==> src/hw/wdtss_defs.svh <==
// Function
// watchdog chain ticks from internal 31.25 kHz RC
// reset loads watchdog control with 0x08
// watchdog held cleared while crystal settle counts
// 16-bit prescaler, code 0 is 1:32 doubling
// scaler assign bit chains the postscaler after prescaler
// always-on config bit ignores software enable
// otherwise software enable bit turns watchdog on/off
// wake with crystal clears scalers at settle end
// two-speed runs on RC until primary stable
// reset starts on RC, clock source forced 00
// reset zeroes internal frequency select field
// two-speed only for the three crystal modes
// nonzero freq select wakes on block, stable flag
// clock source writable before settle timeout
// sleep aborts start-up, primary running stays clear
// settle timer counts 1024 crystal cycles on RC
// RC fall sets running, hold 8 crystal falls
// software polls primary running bit for switchover
// clock failure forces source 10, clears watchdog
// sleep entry clears watchdog, keeps it running
// clear instruction clears prescaler and postscaler
// terminal count resets device, or wakes from sleep
`ifndef WDTSS_DEFS_SVH
`define WDTSS_DEFS_SVH

// =====================================================
// register map, byte address is four times the index
`define WDTSS_OPTION_IDX 10'h081
`define WDTSS_WDCTL_IDX 10'h105
`define WDTSS_OPTION_ADDR {`WDTSS_OPTION_IDX, 2'b00}
`define WDTSS_WDCTL_ADDR {`WDTSS_WDCTL_IDX, 2'b00}
`define WDTSS_OSC_ADDR 12'h040
`define WDTSS_CFG_ADDR 12'h044
`define WDTSS_CMD_ADDR 12'h048

// =====================================================
// reset values
`define WDTSS_WDCTL_RST 8'h08
`define WDTSS_OPTION_RST 8'h00
`define WDTSS_OSC_RST 8'h00
`define WDTSS_CFG_RST 8'h00

// =====================================================
// field positions
`define WDTSS_WD_SOFT_ON 0
`define WDTSS_WD_PRE_LO 1
`define WDTSS_WD_PRE_HI 4
`define WDTSS_OPT_PSA 3
`define WDTSS_OPT_PS_LO 0
`define WDTSS_OPT_PS_HI 2
`define WDTSS_OSC_SCS_LO 0
`define WDTSS_OSC_SCS_HI 1
`define WDTSS_OSC_INTERNAL_FREQ_STABLE 2
`define WDTSS_OSC_PRIMARY_CLOCK_RUNNING 3
`define WDTSS_OSC_INTERNAL_FREQ_SEL_LO 4
`define WDTSS_OSC_INTERNAL_FREQ_SEL_HI 6
`define WDTSS_CFG_ALWAYS_ON 0
`define WDTSS_CFG_TWO_SPEED 1
`define WDTSS_CFG_MODE_LO 2
`define WDTSS_CFG_MODE_HI 4
`define WDTSS_CMD_CLEAR 0
`define WDTSS_CMD_SLEEP 1
`define WDTSS_CMD_CLK_FAIL 2

// =====================================================
// encodings and counts
`define WDTSS_MODE_LP 3'h0
`define WDTSS_MODE_XT 3'h1
`define WDTSS_MODE_HS 3'h2
`define WDTSS_SCS_PRIMARY 2'h0
`define WDTSS_SCS_TIMER1 2'h1
`define WDTSS_SCS_FAIL 2'h2
`define WDTSS_SRC_PRIMARY 2'h0
`define WDTSS_SRC_TIMER1 2'h1
`define WDTSS_SRC_INTERNAL 2'h2
`define WDTSS_RC_KHZ_X100 3125
`define WDTSS_PRE_MAX_CODE 4'hb
`define WDTSS_PRE_BASE_SHIFT 5
`define WDTSS_SETTLE_COUNT 1024
`define WDTSS_HOLD_COUNT 8
`define WDTSS_RESP_OKAY 2'h0
`define WDTSS_RESP_SLVERR 2'h2

`endif

==> src/hw/wdtss_pkg.sv <==
package wdtss_pkg;
  // start-up sequencer states
  typedef enum logic [2:0] {
    SU_BOOT,
    SU_SETTLE,
    SU_WAIT_EDGE,
    SU_HOLD,
    SU_PRIMARY,
    SU_ALT,
    SU_SLEEP
  } wdtss_su_state_t;
endpackage : wdtss_pkg

==> src/hw/wdtss_pin_sync.sv <==
`timescale 1ns/1ps
`default_nettype none
// =====================================================
// three-flop pin synchroniser with edge pulses
module wdtss_pin_sync (
  input wire logic aclk,
  input wire logic aresetn,
  input wire logic pin,
  output logic level,
  output logic rise,
  output logic fall
);
  logic s1;
  logic s2;
  logic s3;
  wire agree = (s2 == s3);

  always_ff @(posedge aclk) begin
    if (!aresetn) begin
      s1 <= 1'b0;
      s2 <= 1'b0;
      s3 <= 1'b0;
      level <= 1'b0;
      rise <= 1'b0;
      fall <= 1'b0;
    end else begin
      s1 <= pin;
      s2 <= s1;
      s3 <= s2;
      // a change counts only once two stages agree
      if (agree) level <= s3;
      rise <= agree && s3 && !level;
      fall <= agree && !s3 && level;
    end
  end
endmodule : wdtss_pin_sync
`default_nettype wire

==> src/hw/wdtss_div.sv <==
`timescale 1ns/1ps
`default_nettype none
// =====================================================
// tick divider, done pulses after limit+1 ticks
module wdtss_div #(
  parameter int W = 16
) (
  input wire logic aclk,
  input wire logic aresetn,
  input wire logic clear,
  input wire logic tick,
  input wire logic [W-1:0] limit,
  output logic done
);
  logic [W-1:0] count;
  wire last = (count >= limit);

  always_ff @(posedge aclk) begin
    if (!aresetn || clear) begin
      count <= '0;
      done <= 1'b0;
    end else begin
      done <= tick && last;
      if (tick) count <= last ? '0 : count + 1'b1;
    end
  end
endmodule : wdtss_div
`default_nettype wire

==> src/hw/wdtss_top.sv <==
`timescale 1ns/1ps
`default_nettype none
`include "wdtss_defs.svh"
module wdtss_top (
  input wire logic aclk,
  input wire logic aresetn,
  input wire logic [11:0] s_axi_awaddr,
  input wire logic s_axi_awvalid,
  output logic s_axi_awready,
  input wire logic [31:0] s_axi_wdata,
  input wire logic [3:0] s_axi_wstrb,
  input wire logic s_axi_wvalid,
  output logic s_axi_wready,
  output logic [1:0] s_axi_bresp,
  output logic s_axi_bvalid,
  input wire logic s_axi_bready,
  input wire logic [11:0] s_axi_araddr,
  input wire logic s_axi_arvalid,
  output logic s_axi_arready,
  output logic [31:0] s_axi_rdata,
  output logic [1:0] s_axi_rresp,
  output logic s_axi_rvalid,
  input wire logic s_axi_rready,
  input wire logic internal_rc_31k,
  input wire logic crystal_clk,
  input wire logic internal_osc_ready,
  input wire logic wake_req,
  output logic wdt_reset_req,
  output logic wdt_wake,
  output logic [1:0] sys_clk_src,
  output logic sys_clk_hold,
  output logic sleeping
);

  // =====================================================
  // registers and state
  logic [7:0] option_timer_cfg_reg;
  logic [7:0] watchdog_control_reg;
  logic [2:0] internal_freq_sel;
  logic [1:0] clock_source_sel;
  logic primary_clock_running;
  logic internal_freq_stable;
  logic [7:0] cfg_word;
  wdtss_pkg::wdtss_su_state_t state;
  wdtss_pkg::wdtss_su_state_t next_state;
  logic wake_settle;
  logic aw_held;
  logic w_held;
  logic [11:0] aw_addr;
  logic [31:0] w_data;
  logic [3:0] w_strb;

  // =====================================================
  // pin inputs
  logic rc_rise;
  logic rc_fall;
  logic xtal_fall;
  logic osc_ready;

  wdtss_pin_sync u_rc_sync (
    .aclk(aclk),
    .aresetn(aresetn),
    .pin(internal_rc_31k),
    .level(),
    .rise(rc_rise),
    .fall(rc_fall)
  );

  wdtss_pin_sync u_xtal_sync (
    .aclk(aclk),
    .aresetn(aresetn),
    .pin(crystal_clk),
    .level(),
    .rise(),
    .fall(xtal_fall)
  );

  wdtss_pin_sync u_osc_sync (
    .aclk(aclk),
    .aresetn(aresetn),
    .pin(internal_osc_ready),
    .level(osc_ready),
    .rise(),
    .fall()
  );

  // =====================================================
  // bus decode
  wire do_write = aw_held && w_held && !s_axi_bvalid;
  wire lane0 = w_strb[0];
  wire wr_option = do_write && lane0 && (aw_addr == `WDTSS_OPTION_ADDR);
  wire wr_wdctl = do_write && lane0 && (aw_addr == `WDTSS_WDCTL_ADDR);
  wire wr_osc = do_write && lane0 && (aw_addr == `WDTSS_OSC_ADDR);
  wire wr_cfg = do_write && lane0 && (aw_addr == `WDTSS_CFG_ADDR);
  wire wr_cmd = do_write && lane0 && (aw_addr == `WDTSS_CMD_ADDR);
  wire wr_hit = (aw_addr == `WDTSS_OPTION_ADDR) ||
    (aw_addr == `WDTSS_WDCTL_ADDR) || (aw_addr == `WDTSS_OSC_ADDR) ||
    (aw_addr == `WDTSS_CFG_ADDR) || (aw_addr == `WDTSS_CMD_ADDR);
  wire rd_take = s_axi_arvalid && s_axi_arready;
  wire rd_option = (s_axi_araddr == `WDTSS_OPTION_ADDR);
  wire rd_wdctl = (s_axi_araddr == `WDTSS_WDCTL_ADDR);
  wire rd_osc = (s_axi_araddr == `WDTSS_OSC_ADDR);
  wire rd_cfg = (s_axi_araddr == `WDTSS_CFG_ADDR);
  wire rd_cmd = (s_axi_araddr == `WDTSS_CMD_ADDR);
  wire rd_hit = rd_option || rd_wdctl || rd_osc || rd_cfg || rd_cmd;
  wire [7:0] osc_view = {1'b0, internal_freq_sel, primary_clock_running,
    internal_freq_stable, clock_source_sel};
  // command register is write-only, reads zero
  wire [7:0] rd_byte = rd_option ? option_timer_cfg_reg :
    rd_wdctl ? {3'h0, watchdog_control_reg[4:0]} :
    rd_osc ? osc_view :
    rd_cfg ? {3'h0, cfg_word[4:0]} : 8'h00;

  // =====================================================
  // commands and configuration
  wire cmd_clear = wr_cmd && w_data[`WDTSS_CMD_CLEAR];
  wire cmd_sleep = wr_cmd && w_data[`WDTSS_CMD_SLEEP];
  wire cmd_clk_fail = wr_cmd && w_data[`WDTSS_CMD_CLK_FAIL];
  wire [2:0] osc_mode = cfg_word[`WDTSS_CFG_MODE_HI:`WDTSS_CFG_MODE_LO];
  wire crystal_mode = (osc_mode == `WDTSS_MODE_LP) ||
    (osc_mode == `WDTSS_MODE_XT) || (osc_mode == `WDTSS_MODE_HS);
  wire two_speed = cfg_word[`WDTSS_CFG_TWO_SPEED] && crystal_mode;
  wire [1:0] next_scs_w = w_data[`WDTSS_OSC_SCS_HI:`WDTSS_OSC_SCS_LO];
  wire scs_write_alt = wr_osc && (next_scs_w != `WDTSS_SCS_PRIMARY);
  wire scs_write_pri = wr_osc && (next_scs_w == `WDTSS_SCS_PRIMARY);

  // =====================================================
  // watchdog chain
  logic settle_done;
  logic hold_done;
  logic pre_done;
  logic timeout;
  wire settling = (state == wdtss_pkg::SU_SETTLE);
  wire wdt_enable = cfg_word[`WDTSS_CFG_ALWAYS_ON] ||
    watchdog_control_reg[`WDTSS_WD_SOFT_ON];
  // the watchdog scalers stay cleared while the separate settle timer counts
  wire wdt_run = wdt_enable && !settling;
  wire wdt_clear = cmd_clear ||
    cmd_sleep ||
    cmd_clk_fail ||
    timeout || (settle_done && wake_settle);
  wire scaler_clear = wdt_clear || !wdt_run;
  wire [3:0] pre_code_raw =
    watchdog_control_reg[`WDTSS_WD_PRE_HI:`WDTSS_WD_PRE_LO];
  // codes above the top one behave as the top one
  wire [3:0] pre_code = (pre_code_raw > `WDTSS_PRE_MAX_CODE) ?
    `WDTSS_PRE_MAX_CODE : pre_code_raw;
  wire [4:0] pre_shift = 5'(pre_code) + 5'(`WDTSS_PRE_BASE_SHIFT);
  wire [16:0] pre_ratio = 17'h00001 << pre_shift;
  wire [15:0] pre_limit = 16'(pre_ratio - 17'h00001);
  wire timer_scaler_assign = option_timer_cfg_reg[`WDTSS_OPT_PSA];
  wire [2:0] ps = option_timer_cfg_reg[`WDTSS_OPT_PS_HI:`WDTSS_OPT_PS_LO];
  wire [7:0] post_ratio = 8'h01 << ps;
  wire [6:0] post_limit = timer_scaler_assign ? 7'(post_ratio - 8'h01) : 7'h00;

  wdtss_div #(.W(16)) u_prescale (
    .aclk(aclk),
    .aresetn(aresetn),
    .clear(scaler_clear),
    .tick(rc_rise),
    .limit(pre_limit),
    .done(pre_done)
  );

  wdtss_div #(.W(7)) u_postscale (
    .aclk(aclk),
    .aresetn(aresetn),
    .clear(scaler_clear),
    .tick(pre_done),
    .limit(post_limit),
    .done(timeout)
  );

  // =====================================================
  // start-up timers on crystal falling edges
  localparam logic [9:0] SETTLE_LAST = 10'(`WDTSS_SETTLE_COUNT - 1);
  localparam logic [2:0] HOLD_LAST = 3'(`WDTSS_HOLD_COUNT - 1);

  wdtss_div #(.W(10)) u_settle (
    .aclk(aclk),
    .aresetn(aresetn),
    .clear(!settling),
    .tick(xtal_fall),
    .limit(SETTLE_LAST),
    .done(settle_done)
  );

  wdtss_div #(.W(3)) u_hold (
    .aclk(aclk),
    .aresetn(aresetn),
    .clear(state != wdtss_pkg::SU_HOLD),
    .tick(xtal_fall),
    .limit(HOLD_LAST),
    .done(hold_done)
  );

  // =====================================================
  // start-up sequencer
  wire wake_now = sleeping && (wake_req || timeout);
  wire [1:0] scs_now = clock_source_sel;

  always_comb begin
    next_state = state;
    case (state)
      wdtss_pkg::SU_BOOT: begin
        next_state = crystal_mode ? wdtss_pkg::SU_SETTLE :
          wdtss_pkg::SU_PRIMARY;
      end
      wdtss_pkg::SU_SETTLE: begin
        if (settle_done) next_state = wdtss_pkg::SU_WAIT_EDGE;
      end
      wdtss_pkg::SU_WAIT_EDGE: begin
        if (rc_fall) next_state = wdtss_pkg::SU_HOLD;
      end
      wdtss_pkg::SU_HOLD: begin
        if (hold_done) next_state = wdtss_pkg::SU_PRIMARY;
      end
      wdtss_pkg::SU_PRIMARY: begin
        next_state = state;
      end
      wdtss_pkg::SU_ALT: begin
        if (scs_write_pri) begin
          next_state = crystal_mode ? wdtss_pkg::SU_SETTLE :
            wdtss_pkg::SU_PRIMARY;
        end
      end
      wdtss_pkg::SU_SLEEP: begin
        if (wake_now) begin
          if (scs_now != `WDTSS_SCS_PRIMARY) next_state = wdtss_pkg::SU_ALT;
          else if (crystal_mode) next_state = wdtss_pkg::SU_SETTLE;
          else next_state = wdtss_pkg::SU_PRIMARY;
        end
      end
      default: next_state = wdtss_pkg::SU_BOOT;
    endcase
    if (state != wdtss_pkg::SU_SLEEP) begin
      // switching away before the settle timeout is allowed
      if (scs_write_alt || cmd_clk_fail) next_state = wdtss_pkg::SU_ALT;
      if (cmd_sleep) next_state = wdtss_pkg::SU_SLEEP;
    end
  end

  // =====================================================
  // clock selection, registered so outputs come from flops
  logic [1:0] next_src;
  logic next_hold;
  wire internal_osc_block_path = (internal_freq_sel != 3'h0);

  always_comb begin
    next_src = `WDTSS_SRC_INTERNAL;
    next_hold = 1'b0;
    case (next_state)
      wdtss_pkg::SU_SETTLE, wdtss_pkg::SU_WAIT_EDGE: begin
        // without two-speed nothing runs until the crystal is up
        next_hold = !two_speed;
      end
      wdtss_pkg::SU_HOLD: next_hold = 1'b1;
      wdtss_pkg::SU_PRIMARY: next_src = `WDTSS_SRC_PRIMARY;
      wdtss_pkg::SU_ALT: begin
        if (clock_source_sel == `WDTSS_SCS_TIMER1) begin
          next_src = `WDTSS_SRC_TIMER1;
        end
      end
      wdtss_pkg::SU_SLEEP: next_hold = 1'b1;
      default: next_hold = 1'b1;
    endcase
  end

  always_ff @(posedge aclk) begin
    if (!aresetn) begin
      state <= wdtss_pkg::SU_BOOT;
      sys_clk_src <= `WDTSS_SRC_INTERNAL;
      sys_clk_hold <= 1'b1;
      sleeping <= 1'b0;
      wake_settle <= 1'b0;
      wdt_reset_req <= 1'b0;
      wdt_wake <= 1'b0;
    end else begin
      state <= next_state;
      sys_clk_src <= next_src;
      sys_clk_hold <= next_hold;
      sleeping <= (next_state == wdtss_pkg::SU_SLEEP);
      if (wake_now) wake_settle <= 1'b1;
      else if (!settling) wake_settle <= 1'b0;
      wdt_reset_req <= timeout && !sleeping;
      wdt_wake <= timeout && sleeping;
    end
  end

  // =====================================================
  // oscillator control and status
  always_ff @(posedge aclk) begin
    if (!aresetn) begin
      internal_freq_sel <= 3'h0;
      clock_source_sel <= 2'h0;
      primary_clock_running <= 1'b0;
      internal_freq_stable <= 1'b0;
    end else begin
      if (wr_osc) begin
        internal_freq_sel <=
          w_data[`WDTSS_OSC_INTERNAL_FREQ_SEL_HI:`WDTSS_OSC_INTERNAL_FREQ_SEL_LO];
        clock_source_sel <= next_scs_w;
      end
      // a detected failure wins over a software write
      if (cmd_clk_fail) clock_source_sel <= `WDTSS_SCS_FAIL;
      // set on the RC fall after settle, cleared when next state is neither hold nor primary
      if (state == wdtss_pkg::SU_WAIT_EDGE && next_state ==
          wdtss_pkg::SU_HOLD) begin
        primary_clock_running <= 1'b1;
      end else if (next_state != wdtss_pkg::SU_HOLD &&
          next_state != wdtss_pkg::SU_PRIMARY) begin
        primary_clock_running <= 1'b0;
      end
      if (wake_now || wr_osc || !internal_osc_block_path) begin
        internal_freq_stable <= 1'b0;
      end else if (osc_ready) begin
        internal_freq_stable <= 1'b1;
      end
    end
  end

  // =====================================================
  // software registers
  always_ff @(posedge aclk) begin
    if (!aresetn) begin
      watchdog_control_reg <= `WDTSS_WDCTL_RST;
      option_timer_cfg_reg <= `WDTSS_OPTION_RST;
      cfg_word <= `WDTSS_CFG_RST;
    end else begin
      if (wr_wdctl) watchdog_control_reg <= {3'h0, w_data[4:0]};
      if (wr_option) option_timer_cfg_reg <= w_data[7:0];
      if (wr_cfg) cfg_word <= {3'h0, w_data[4:0]};
    end
  end

  // =====================================================
  // axi4-lite write channel
  always_ff @(posedge aclk) begin
    if (!aresetn) begin
      aw_held <= 1'b0;
      w_held <= 1'b0;
      aw_addr <= 12'h000;
      w_data <= 32'h00000000;
      w_strb <= 4'h0;
      s_axi_awready <= 1'b0;
      s_axi_wready <= 1'b0;
      s_axi_bvalid <= 1'b0;
      s_axi_bresp <= `WDTSS_RESP_OKAY;
    end else begin
      s_axi_awready <= s_axi_awvalid && !s_axi_awready && !aw_held;
      s_axi_wready <= s_axi_wvalid && !s_axi_wready && !w_held;
      if (s_axi_awvalid && s_axi_awready) begin
        aw_held <= 1'b1;
        aw_addr <= s_axi_awaddr;
      end
      if (s_axi_wvalid && s_axi_wready) begin
        w_held <= 1'b1;
        w_data <= s_axi_wdata;
        w_strb <= s_axi_wstrb;
      end
      if (do_write) begin
        aw_held <= 1'b0;
        w_held <= 1'b0;
        s_axi_bvalid <= 1'b1;
        s_axi_bresp <= wr_hit ? `WDTSS_RESP_OKAY : `WDTSS_RESP_SLVERR;
      end else if (s_axi_bready) begin
        s_axi_bvalid <= 1'b0;
      end
    end
  end

  // =====================================================
  // axi4-lite read channel
  always_ff @(posedge aclk) begin
    if (!aresetn) begin
      s_axi_arready <= 1'b0;
      s_axi_rvalid <= 1'b0;
      s_axi_rdata <= 32'h00000000;
      s_axi_rresp <= `WDTSS_RESP_OKAY;
    end else begin
      s_axi_arready <= s_axi_arvalid && !s_axi_arready && !s_axi_rvalid;
      if (rd_take) begin
        s_axi_rvalid <= 1'b1;
        s_axi_rdata <= {24'h000000, rd_byte};
        s_axi_rresp <= rd_hit ? `WDTSS_RESP_OKAY : `WDTSS_RESP_SLVERR;
      end else if (s_axi_rready) begin
        s_axi_rvalid <= 1'b0;
      end
    end
  end

endmodule : wdtss_top
`default_nettype wire

==> config.mk <==
export PLATFORM = sky130hd
export DESIGN_NAME = wdtss_top
export DESIGN_NICKNAME = d
export VERILOG_FILES = /design/src/hw/wdtss_pkg.sv /design/src/hw/wdtss_pin_sync.sv /design/src/hw/wdtss_div.sv /design/src/hw/wdtss_top.sv
export VERILOG_INCLUDE_DIRS = /design/src /design/src/hw
export SDC_FILE = /design/constraint.sdc
export NUM_CORES = 1
export LEC_CHECK = 0
export BUFFER_PORTS_ARGS = -buffer_cell sky130_fd_sc_hd__buf_4
export CAP_MARGIN = 20
export CORE_UTILIZATION = 59
export CTS_BUF_LIST = sky130_fd_sc_hd__clkbuf_8
export CTS_CLUSTER_DIAMETER = 30
export DETAILED_ROUTE_END_ITERATION = 16
export PLACE_DENSITY = 0.84
export SYNTH_ARGS = -nofsm -noshare
export SYNTH_HDL_FRONTEND = slang
export SYNTH_SLANG_ARGS = --single-unit
==> constraint.sdc <==
create_clock -name aclk -period 5.1 [get_ports aclk]
set_input_delay 0 -clock aclk [delete_from_list [all_inputs] [get_ports aclk]]
set_output_delay 0 -clock aclk [all_outputs]
set_load 0.005 [all_outputs]
==> impl.org, run 1 <==
** Synth
- Synth warnings :: 0
- Fraction of registers with async set/reset :: 0%
- Register bit count reported by yosys :: about 130
- Number of enable-type register cells in the synthesized netlist :: 0
- Summing the sequential cell areas from Yosys gives 40.6% of the chip area.
- Distinct cell type count after synthesis :: 67
- After technology mapping, the gate count stands at 740.
- Dominant register cell in the synthesized netlist :: sky130_fd_sc_hd__dfxtp_1
- Post-synthesis average cell area :: 8.53 um2
- Area of the mapped netlist :: 6310 um2
- Dominant cell type by area after synthesis :: sky130_fd_sc_hd__dfxtp_1
- Top cells by area in the synthesized netlist :: sky130_fd_sc_hd__dfxtp_1 (41%), sky130_fd_sc_hd__ha_1 (6.3%), sky130_fd_sc_hd__nand2_1 (5.7%)
- Area share of the leading cell type in the synthesized netlist :: about two fifths

** Die
- Die W :: 105 um
- Measured along the y axis, the die boundary spans ~110 um.
- Starting utilization of the core area :: between 60 and 70%
- In this run the core area contains 37 standard-cell rows.
- Core footprint :: between 10000 and 15000 um2
- In this run the count of I/O pins placed on the die edge is ~120.
- Die area :: between 10000 and 15000 um2

** Worst setup path
- Of all nets on the critical path, the largest fanout is 15.
- The critical path is of the reg2reg type.
- The worst setup path is captured at a flip-flop.
- STA puts the critical path data required time at ~5.4 ns.
- STA classifies the critical path startpoint as a flip-flop.
- STA puts the critical path data arrival time at about 2.7 ns.

** Run
- The tool flagged a number of max-cap violations equal to 0.

** Placement
- Routability congestion estimate from global placement :: ~0.9
- Post-placement worst setup slack :: around 2.3 ns
- Quantity of I/O buffers inserted on ports :: 64
- Detailed-placement wirelength estimate :: about 10000 um

** STA
- Share of the clock period used by the worst path :: between 40% and 50%
- Least setup slack across all paths after layout :: roughly 2.7 ns
- Max-slew violation count :: 0
- At the pin with the least slew margin, the transition time is around 1.0 ns.
- Slew headroom :: 29.7%
- Endpoints failing hold :: 0
- Fin Clk Skew :: between 0.015 and 0.02 ns
- After layout, the minimum clock period comes to 2.35 ns.
- Unrepaired setup endpoints after global routing :: false
- Derived from the worst setup path, the maximum achievable clock frequency is roughly 420 MHz.
- Final-report setup violation count :: 0
- Final-layout setup total negative slack :: 0 ns

** Layout
- Across the whole layout, storage elements account for 2560 um2.
- At the end of the flow, the number of nets in the layout was approximately 940.
- Summing all multi-input logic gate instances after layout gives roughly 3500 um2.
- Flip-flop count of the largest register, all copies and words added :: 16
- In the final layout, the share of cells above drive strength 1 is 13.9%.
- Leaving out fill and tap cells, the most frequent cell in the layout is sky130_fd_sc_hd__dfxtp_1.
- Largest reg by FF count :: u_prescale.count
- Registers with the most flip-flops :: u_prescale.count x16, aw_addr x12, u_settle.count x10
- Fill count :: 743
- Diodes inserted :: 0
- Most used cells in the layout excluding fill and tap cells :: sky130_fd_sc_hd__dfxtp_1 (128), sky130_fd_sc_hd__nand2_1 (96), sky130_fd_sc_hd__nor2_1 (86)
- Layout-stage area growth over the synthesis result :: 19.7%

** Detailed routing
- The routed layout has 5630 vias.
- Count of TritonRoute iterations in the first routing pass :: 7
- DR WL/cell :: 15.3 um
- Number of antenna-violating nets in the routed design :: 0
- In the routed layout, each cell is associated on average with a via count of around 5.7.
- For this block, the initial DRC count from the detailed router was 436.
- Post-detailed-routing wire length :: ~15000 um
- For this run, design rule violations remaining after detail routing come to 0.

** Clock tree
- The clock tree synthesis step divided the H-tree into 4 levels.
- TritonCTS built the clock tree.
- Number of gates resized after CTS :: 0
- # clock sinks :: ~130
- Clock latency on the worst-skew pair :: 0.45 ns
- After clock tree synthesis, the clock-pin slew on the worst setup and hold paths is 0.07 ns.
- The clock passes through at most 2 buffers.
- CTS Root Cell :: sky130_fd_sc_hd__clkbuf_8
- The number of clock buffers added by TritonCTS is 17.

** Global routing
- Global routing finished with a remaining overflow of 0.
- First-pass GRT wire length :: 25400 um
- The number of antenna violations at the first check in global routing was 0.
- The number of global-route vias before repair is between 5000 and 6000.
- GRT Overall Usage :: between 20 and 30%
- Entering global routing, the biggest net connects between 60 and 70 pins.

** Pwr
- Summing internal, switching and leakage power gives 1.97 mW.
- IR analysis of the VDD net gives a maximum drop of 0.262 mV.
- For this design the ratio of total power to cell area is between 200 and 300 nW/um2.
- Summed over all cells, the static leakage comes to slightly above 3 nW.

** Outcome
- The run finished with clean final reports.

** Worst hold path
- HP Class :: in2reg
## what timing repair did
item | in CTS | in global routing
endpoints found under the setup margin | 0 | 0
hold buffers | 39 | 0
buffers inserted | 0 | 0
endpoints found under the hold margin | 49 | 0
## power by group
| part | total (mW) | switching (mW) | leakage (nW) | internal [mW] |
|---|---|---|---|---|
| Combinational | 0.128 | 0.0606 | 1.83 | 0.0671 |
| Clock | 0.819 | 0.390 | 0.174 | 0.429 |
| Sequential | 1.03 | 0.0140 | 1.04 | 1.01 |
## worst max-delay path, stage by stage (launching register included)
cell                       delay, ns
sky130_fd_sc_hd__dfxtp_1        0.63
sky130_fd_sc_hd__nor3_1         0.11
sky130_fd_sc_hd__o32a_1         0.21
sky130_fd_sc_hd__ha_1           0.33
sky130_fd_sc_hd__nand4_1        0.12
sky130_fd_sc_hd__o211a_1        0.24
sky130_fd_sc_hd__o211ai_1       0.26
sky130_fd_sc_hd__buf_4          0.26
sky130_fd_sc_hd__nor2_1         0.08
## path summary, 6_finish.rpt
path / slack [ns] / endpoint / from / cells past startpoint
worst max-delay path: 2.75 / u_prescale.count[3] / watchdog_control_reg[4] / 8
worst min-delay path: 0.06 / s_axi_rdata[7] / s_axi_araddr[11] / 5
worst max register to register: 2.75 / u_prescale.count[3] / watchdog_control_reg[4] / 8
worst min register to register: 0.44 / u_osc_sync.s2 / u_osc_sync.s1 / 1
## synthesized netlist by cell type, types with 6 or more instances
cell,instances
sky130_fd_sc_hd__dfxtp_1,128
sky130_fd_sc_hd__nand2_1,96
sky130_fd_sc_hd__nor2_1,86
sky130_fd_sc_hd__a21oi_1,47
sky130_fd_sc_hd__ha_1,32
sky130_fd_sc_hd__o21ai_0,28
sky130_fd_sc_hd__buf_4,26
sky130_fd_sc_hd__clkbuf_1,24
sky130_fd_sc_hd__mux2i_1,22
sky130_fd_sc_hd__nand3_1,22
sky130_fd_sc_hd__inv_1,17
sky130_fd_sc_hd__nand4_1,16
sky130_fd_sc_hd__xnor2_1,15
sky130_fd_sc_hd__xor2_1,14
sky130_fd_sc_hd__a21o_1,13
sky130_fd_sc_hd__and2_1,13
sky130_fd_sc_hd__nor3_1,13
sky130_fd_sc_hd__a22oi_1,12
sky130_fd_sc_hd__nand2b_1,12
sky130_fd_sc_hd__and3_1,11
sky130_fd_sc_hd__a31oi_1,7
sky130_fd_sc_hd__nand3b_1,7
sky130_fd_sc_hd__buf_2,6
## kinds of logic after synthesis
logic type	share of synthesized area [%]
mux	3.84
fa+ha+maj	6.34
flops	40.6
other cells	0.119
xor+xnor	4.02
buf+inv	6.12
compound gates	13.5
simple gates	25.4
## final cells by class
class	count	area share, %
clock inverter	9	1.13
sequential	128	33.9
inverter	19	0.944
timing repair buffer	107	12.0
multi-input combinational	565	46.0
tap	136	2.25
clock buffer	21	3.82
## per-stage QoR
step | hold WS [ns] | utilization (%) | cell area [um2] | cells
detailed placement | 0.216 | 65.4 | 6790 | 915
CTS | 0.0200 | 72.8 | 7550 | 984
global route | 0.0569 | 72.9 | 7560 | 985
floorplan | 0.127 | - | 6420 | 768
finish | 0.0616 | 72.9 | 7560 | 985
global placement | 0.211 | 65.3 | 6770 | 914
## routing by layer
metal | track usage (%) | vias up | share of wire [%] | routed length, um
met5 | 0 | - | 0 | 0
met4 | 13.3 | 0 | 3.0 | 452
met3 | 8.60 | 55 | 5.4 | 812
met2 | 48.4 | 228 | 49 | 7400
met1 | 33.3 | 2615 | 42 | 6360
li1 | - | 2732 | - | -
No activity file was read; power rests on OpenSTA's default activity.
==> inputs of run 2 (changes only) <==
--- a/config.mk
+++ b/config.mk
@@ -6,13 +6,14 @@
 export SDC_FILE = /design/constraint.sdc
 export NUM_CORES = 1
 export LEC_CHECK = 0
+export ABC_AREA = 1
 export BUFFER_PORTS_ARGS = -buffer_cell sky130_fd_sc_hd__buf_4
 export CAP_MARGIN = 20
-export CORE_UTILIZATION = 59
+export CORE_UTILIZATION = 58
 export CTS_BUF_LIST = sky130_fd_sc_hd__clkbuf_8
 export CTS_CLUSTER_DIAMETER = 30
 export DETAILED_ROUTE_END_ITERATION = 16
-export PLACE_DENSITY = 0.84
+export PLACE_DENSITY = 0.83
 export SYNTH_ARGS = -nofsm -noshare
 export SYNTH_HDL_FRONTEND = slang
 export SYNTH_SLANG_ARGS = --single-unit
==> constraint.sdc (replaced) <==
create_clock -name aclk -period 2.4 [get_ports aclk]
set_input_delay 0 -clock aclk [delete_from_list [all_inputs] [get_ports aclk]]
set_output_delay 0 -clock aclk [all_outputs]
set_load 0.005 [all_outputs]
==> run 2 against run 1 <==
Register-to-register slack got worse by 2.5 ns. Clock power increased by 140%. Wire length decreased by 3.3%. Maximum frequency increased by 8.9%. Sequential share of layout area decreased by 1.0 points. Via count increased by 6.2%. Largest power group unchanged. Worst setup slack got worse by 2.5 ns. Synthesized area increased by 2.3%. Core utilization decreased by 0.90 points. Sequential power increased by 110%.
==> impl.org, run 2 <==
** Outcome
- Run status: finished, final reports clean (unchanged).

** Die
- Starting utilization of the core area :: 59.6% (was 60.9%)
- The vertical die dimension came to 108 um (was 105 um).
- Core footprint :: 10800 um2 (was 10400 um2)
- The number of cell rows came to 38 (was 37).
- Number of ports placed on the die boundary :: 118 (unchanged)
- The area of the die is 11600 um2 (was 11100 um2).
- The overall die width was 108 um (was 105 um).

** Synth
- Post-synthesis average cell area :: 7.21 um2 (was 8.53 um2)
- Number of enable-type register cells in the synthesized netlist :: 0 (unchanged)
- The most frequent cell after synthesis is sky130_fd_sc_hd__nand2_1 (was sky130_fd_sc_hd__dfxtp_1).
- The distinct cell type count after synthesis came to 45 (was 67).
- Area of the mapped netlist :: 6460 um2 (was 6310 um2)
- Top cells by area in the synthesized netlist: sky130_fd_sc_hd__dfxtp_1 (40%), sky130_fd_sc_hd__nand2_1 (9.1%), sky130_fd_sc_hd__inv_1 (7.4%) (was sky130_fd_sc_hd__dfxtp_1 (41%), sky130_fd_sc_hd__ha_1 (6.3%), sky130_fd_sc_hd__nand2_1 (5.7%)).
- Area share of the leading cell type in the synthesized netlist :: 39.7% (was 40.6%)
- Ranking of synthesized cells by instance count :: sky130_fd_sc_hd__nand2_1 (156), sky130_fd_sc_hd__dfxtp_1 (128), sky130_fd_sc_hd__inv_1 (128) (was sky130_fd_sc_hd__dfxtp_1 (128), sky130_fd_sc_hd__nand2_1 (96), sky130_fd_sc_hd__nor2_1 (86))
- The portion of the post-synthesis area used by sequential elements is 39.7% (was 40.6%).
- The number of instances in the synthesized netlist was 896 (was 740).
- Synth warnings :: 0 (unchanged)
- The synthesis-stage register bit count is 128 (unchanged).
- Dominant register cell in the synthesized netlist :: sky130_fd_sc_hd__dfxtp_1 (unchanged)
- The proportion of synthesized flip-flops having asynchronous set or reset was 0% (unchanged).
- Dominant cell type by area after synthesis :: sky130_fd_sc_hd__dfxtp_1 (unchanged)

** Worst setup path
- Number of cells on the critical path :: 13 (was 8)
- Flop2flop setup slack :: 0.24 ns (was 2.75 ns)
- The maximum fanout along the worst path is 6 (was 15).
- Critical Setup Path Class :: reg2reg (unchanged)
- The worst path arrival time came to 2.52 ns (was 2.68 ns).
- The kind of launch point of the worst setup path is a flip-flop (unchanged).
- Worst r2r path cells :: 13 (was 8)
- The endpoint type of the worst setup path was a flip-flop (unchanged).
- The family with the most delay on the worst path is compound AO/OA/AOI/OAI gates (unchanged).
- The worst stage delay on the critical path was 0.38 ns (was 0.63 ns).
- The startpoint of the lowest-slack register-to-register path was option_timer_cfg_reg[0] (was watchdog_control_reg[4]).
- Highest-delay cell along the critical path :: sky130_fd_sc_hd__dfxtp_1 (unchanged)
- The required time reported for the critical path endpoint was 2.76 ns (was 5.43 ns).
- The critical register-to-register path endpoint is u_postscale.count[3] (was u_prescale.count[3]).
- The number of buffers and inverters on the critical path was 2 (was 1).
- Cells traversed along the worst timing path :: inv_1, o31ai_1, inv_1, ha_1, a21oi_1, o21ai_0, a21oi_1, o21ai_0, nand2_1, nand3b_1, nand2_1, nand2_2, nor3b_1 (was nor3_1, o32a_1, ha_1, nand4_1, o211a_1, o211ai_1, buf_4, nor2_1)

** Pwr
- Worst vdd rail ir drop :: 0.488 mV (was 0.262 mV)
- Static Leakage :: 3.31 nW (was 3.04 nW)
- Total power after layout :: 4.48 mW (was 1.97 mW)
- Power Dens Cells :: 574 nW/um2 (was 261 nW/um2)

** STA
- Least setup slack across all paths after layout :: 0.240 ns (was 2.75 ns)
- Fmax :: 463 MHz (was 425 MHz)
- Fin Clk Skew :: 0.0114 ns (was 0.0185 ns)
- The relative slew slack came to 54.2% (was 29.7%).
- The number of pins with negative max-slew slack in the final report was 0 (unchanged).
- The minimum clock period after layout was 2.16 ns (was 2.35 ns).
- The period utilization came to 90.0% (was 46.1%).
- The actual transition at the worst max-transition pin is 0.682 ns (was 1.04 ns).
- The final count of hold timing violations is 0 (unchanged).
- Unrepaired setup endpoints after global routing: false (unchanged).
- The sum of negative setup slack is 0 ns (unchanged).
- The final setup violation count came to 0 (unchanged).

** Placement
- The placed wire-length estimate after detailed placement is 10100 um (about the same).
- Quantity of I/O buffers inserted on ports :: 64 (unchanged)
- Post-placement worst setup slack :: 0.121 ns (was 2.26 ns)
- Routability congestion estimate from global placement :: 0.876 (was 0.892)

** Detailed routing
- The via count of the routed design came to 5977 (was 5630).
- Post-detailed-routing wire length :: 14500 um (was 15000 um)
- The number of remaining DRC errors is 0 (unchanged).
- The count of antenna-violating nets left after detailed routing is 0 (unchanged).
- DR WL/cell :: 12.5 um (was 15.3 um)
- The iteration-0 DRC count of the detailed router is 431 (was 436).
- Count of TritonRoute iterations in the first routing pass :: 5 (was 7)
- The routed via count divided by cell count came to 5.16 (was 5.72).

** Global routing
- The met1 track utilization from global routing is 32.7% (was 33.3%).
- The global route total overflow came to 0 (unchanged).
- Most heavily used metal layer in global routing :: met2 (unchanged)
- The met2 demand-to-capacity share in global routing was 47.9% (was 48.4%).
- The number of global-route vias before repair is 5603 (was 5632).
- The wire length of the first global-routing pass is 25000 um (was 25400 um).
- The global-route met3 utilization was 7.08% (was 8.60%).
- Largest net degree at the start of global routing :: 40 (was 62)
- GRT Overall Usage :: 27.4% (was 28.7%)
- Initial antenna violation count :: 0 (unchanged)

** Layout
- Share of post-route cells with drive strength above 1 :: 13.1% (was 13.9%)
- Flip-flop count of the largest register, all copies and words added :: 16 (unchanged)
- The number of nets in the layout is 1108 (was 941).
- The area added between synthesis and finish is 20.8% (was 19.7%).
- The top register by number of flip-flops is u_prescale.count (unchanged).
- Registers with the most flip-flops :: u_prescale.count x16, aw_addr x12, u_settle.count x10 (unchanged)
- The count of inserted antenna diode cells is 0 (unchanged).
- Most used cells in the layout excluding fill and tap cells: sky130_fd_sc_hd__nand2_1 (155), sky130_fd_sc_hd__inv_1 (129), sky130_fd_sc_hd__dfxtp_1 (127) (was sky130_fd_sc_hd__dfxtp_1 (128), sky130_fd_sc_hd__nand2_1 (96), sky130_fd_sc_hd__nor2_1 (86)).
- The most common cell after layout, fill and taps aside is sky130_fd_sc_hd__nand2_1 (was sky130_fd_sc_hd__dfxtp_1).

** Run
- The number of max-cap violations is 0 (unchanged).

** Clock tree
- H-tree depth :: 4 (unchanged)
- Number of buffers created by CTS :: 17 (unchanged)
- The number of sinks on the clock net is 128 (unchanged).
- Clk slew on worst S/H paths :: 0.07 ns (about the same)
- The buffer depth of the longest clock path is 2 (unchanged).
- The clock insertion delay at the later pin of the skew report was 0.44 ns (was 0.45 ns).
- TritonCTS clock tree :: yes (unchanged)
- The root buffer cell is sky130_fd_sc_hd__clkbuf_8 (unchanged).
- Buffers inserted by post-CTS timing repair :: 0 (unchanged)

** Worst hold path
- The cell depth of the worst min-delay path is 6 (was 5).
- The endpoint of the worst hold path is s_axi_rdata[7] (unchanged).
- Worst hold path startpoint :: s_axi_araddr[11] (unchanged)
- HP Class :: in2reg (unchanged)
==> run 2: changes by cell type in the layout (fill, tap and decap cells not counted), sizes merged, moves of 21 or more <==
cell and delta:
nor2 +33, nand2 +64, inv +117, nand3 +21
o21ai +34, mux2i -22, a21oi +35
==> run 2: cell type report <==
class	instances	area, um2
inverters	134	503
well taps	140	175
multi-input cells	620	3250
clock inverters	12	159
flip-flops and latches	128	2560
clock buffers	20	275
fillers	874	3040
repair buffers	104	876
==> run 2: cell families (layout without fill, tap and decap cells) <==
family,after synthesis,count (layout),share of synthesized area (%)
simple gates,379,379,26.6
buf+inv,176,270,11.9
compound gates,170,170,14.4
flops,128,128,39.7
fa+ha+maj,32,32,6.20
xor+xnor,9,9,1.22
other cells,2,30,0.116
==> run 2: per-stage QoR <==
| stage | std cells | hold WS (ns) | instance area (um2) | util (%) |
|---|---|---|---|---|
| final | 1158 | 0.0772 | 7800 | 72.0 |
| after global routing | 1158 | 0.0932 | 7800 | 72.0 |
| after CTS | 1158 | 0.0539 | 7790 | 71.8 |
| after detailed placement | 1088 | 0.185 | 6970 | 64.3 |
| after global placement | 1088 | 0.183 | 6970 | 64.3 |
| after floorplan | 924 | 0.0976 | 6570 | - |
==> run 2: per-layer routing <==
layer  wire length (um)  share of wire, %
met1               6370                44
met4                238               1.6
met2               7160                49
met5                  0                 0
met3                752               5.2
==> run 2: worst max-delay path by stage <==
stage,start,to
floorplan,watchdog_control_reg[3],u_prescale.count[5]
global placement,watchdog_control_reg[3],u_prescale.count[11]
detailed placement,option_timer_cfg_reg[1],u_postscale.count[2]
CTS,option_timer_cfg_reg[1],u_postscale.count[2]
global route,option_timer_cfg_reg[0],u_postscale.count[3]
finish,option_timer_cfg_reg[0],u_postscale.count[3]
==> run 2: timing repair <==
item	in CTS	in global routing
hold buffers	38	0
gates resized for setup	0	4
endpoints found under the setup margin	0	19
hold endpoints to repair	40	0
==> run 2: worst register-to-register path, delay by kind of cell (launching register included) <==
family,cells,cell delay [ns]
flops,1,0.38
fa+ha+maj,1,0.29
simple gates,5,0.55
buf+inv,2,0.16
compound gates,5,0.70
==> run 2: power by group <==
| group | internal, mW | total, mW | switching, mW |
|---|---|---|---|
| Combinational | 0.150 | 0.321 | 0.170 |
| Clock | 1.11 | 1.97 | 0.853 |
| Sequential | 2.16 | 2.19 | 0.0302 |
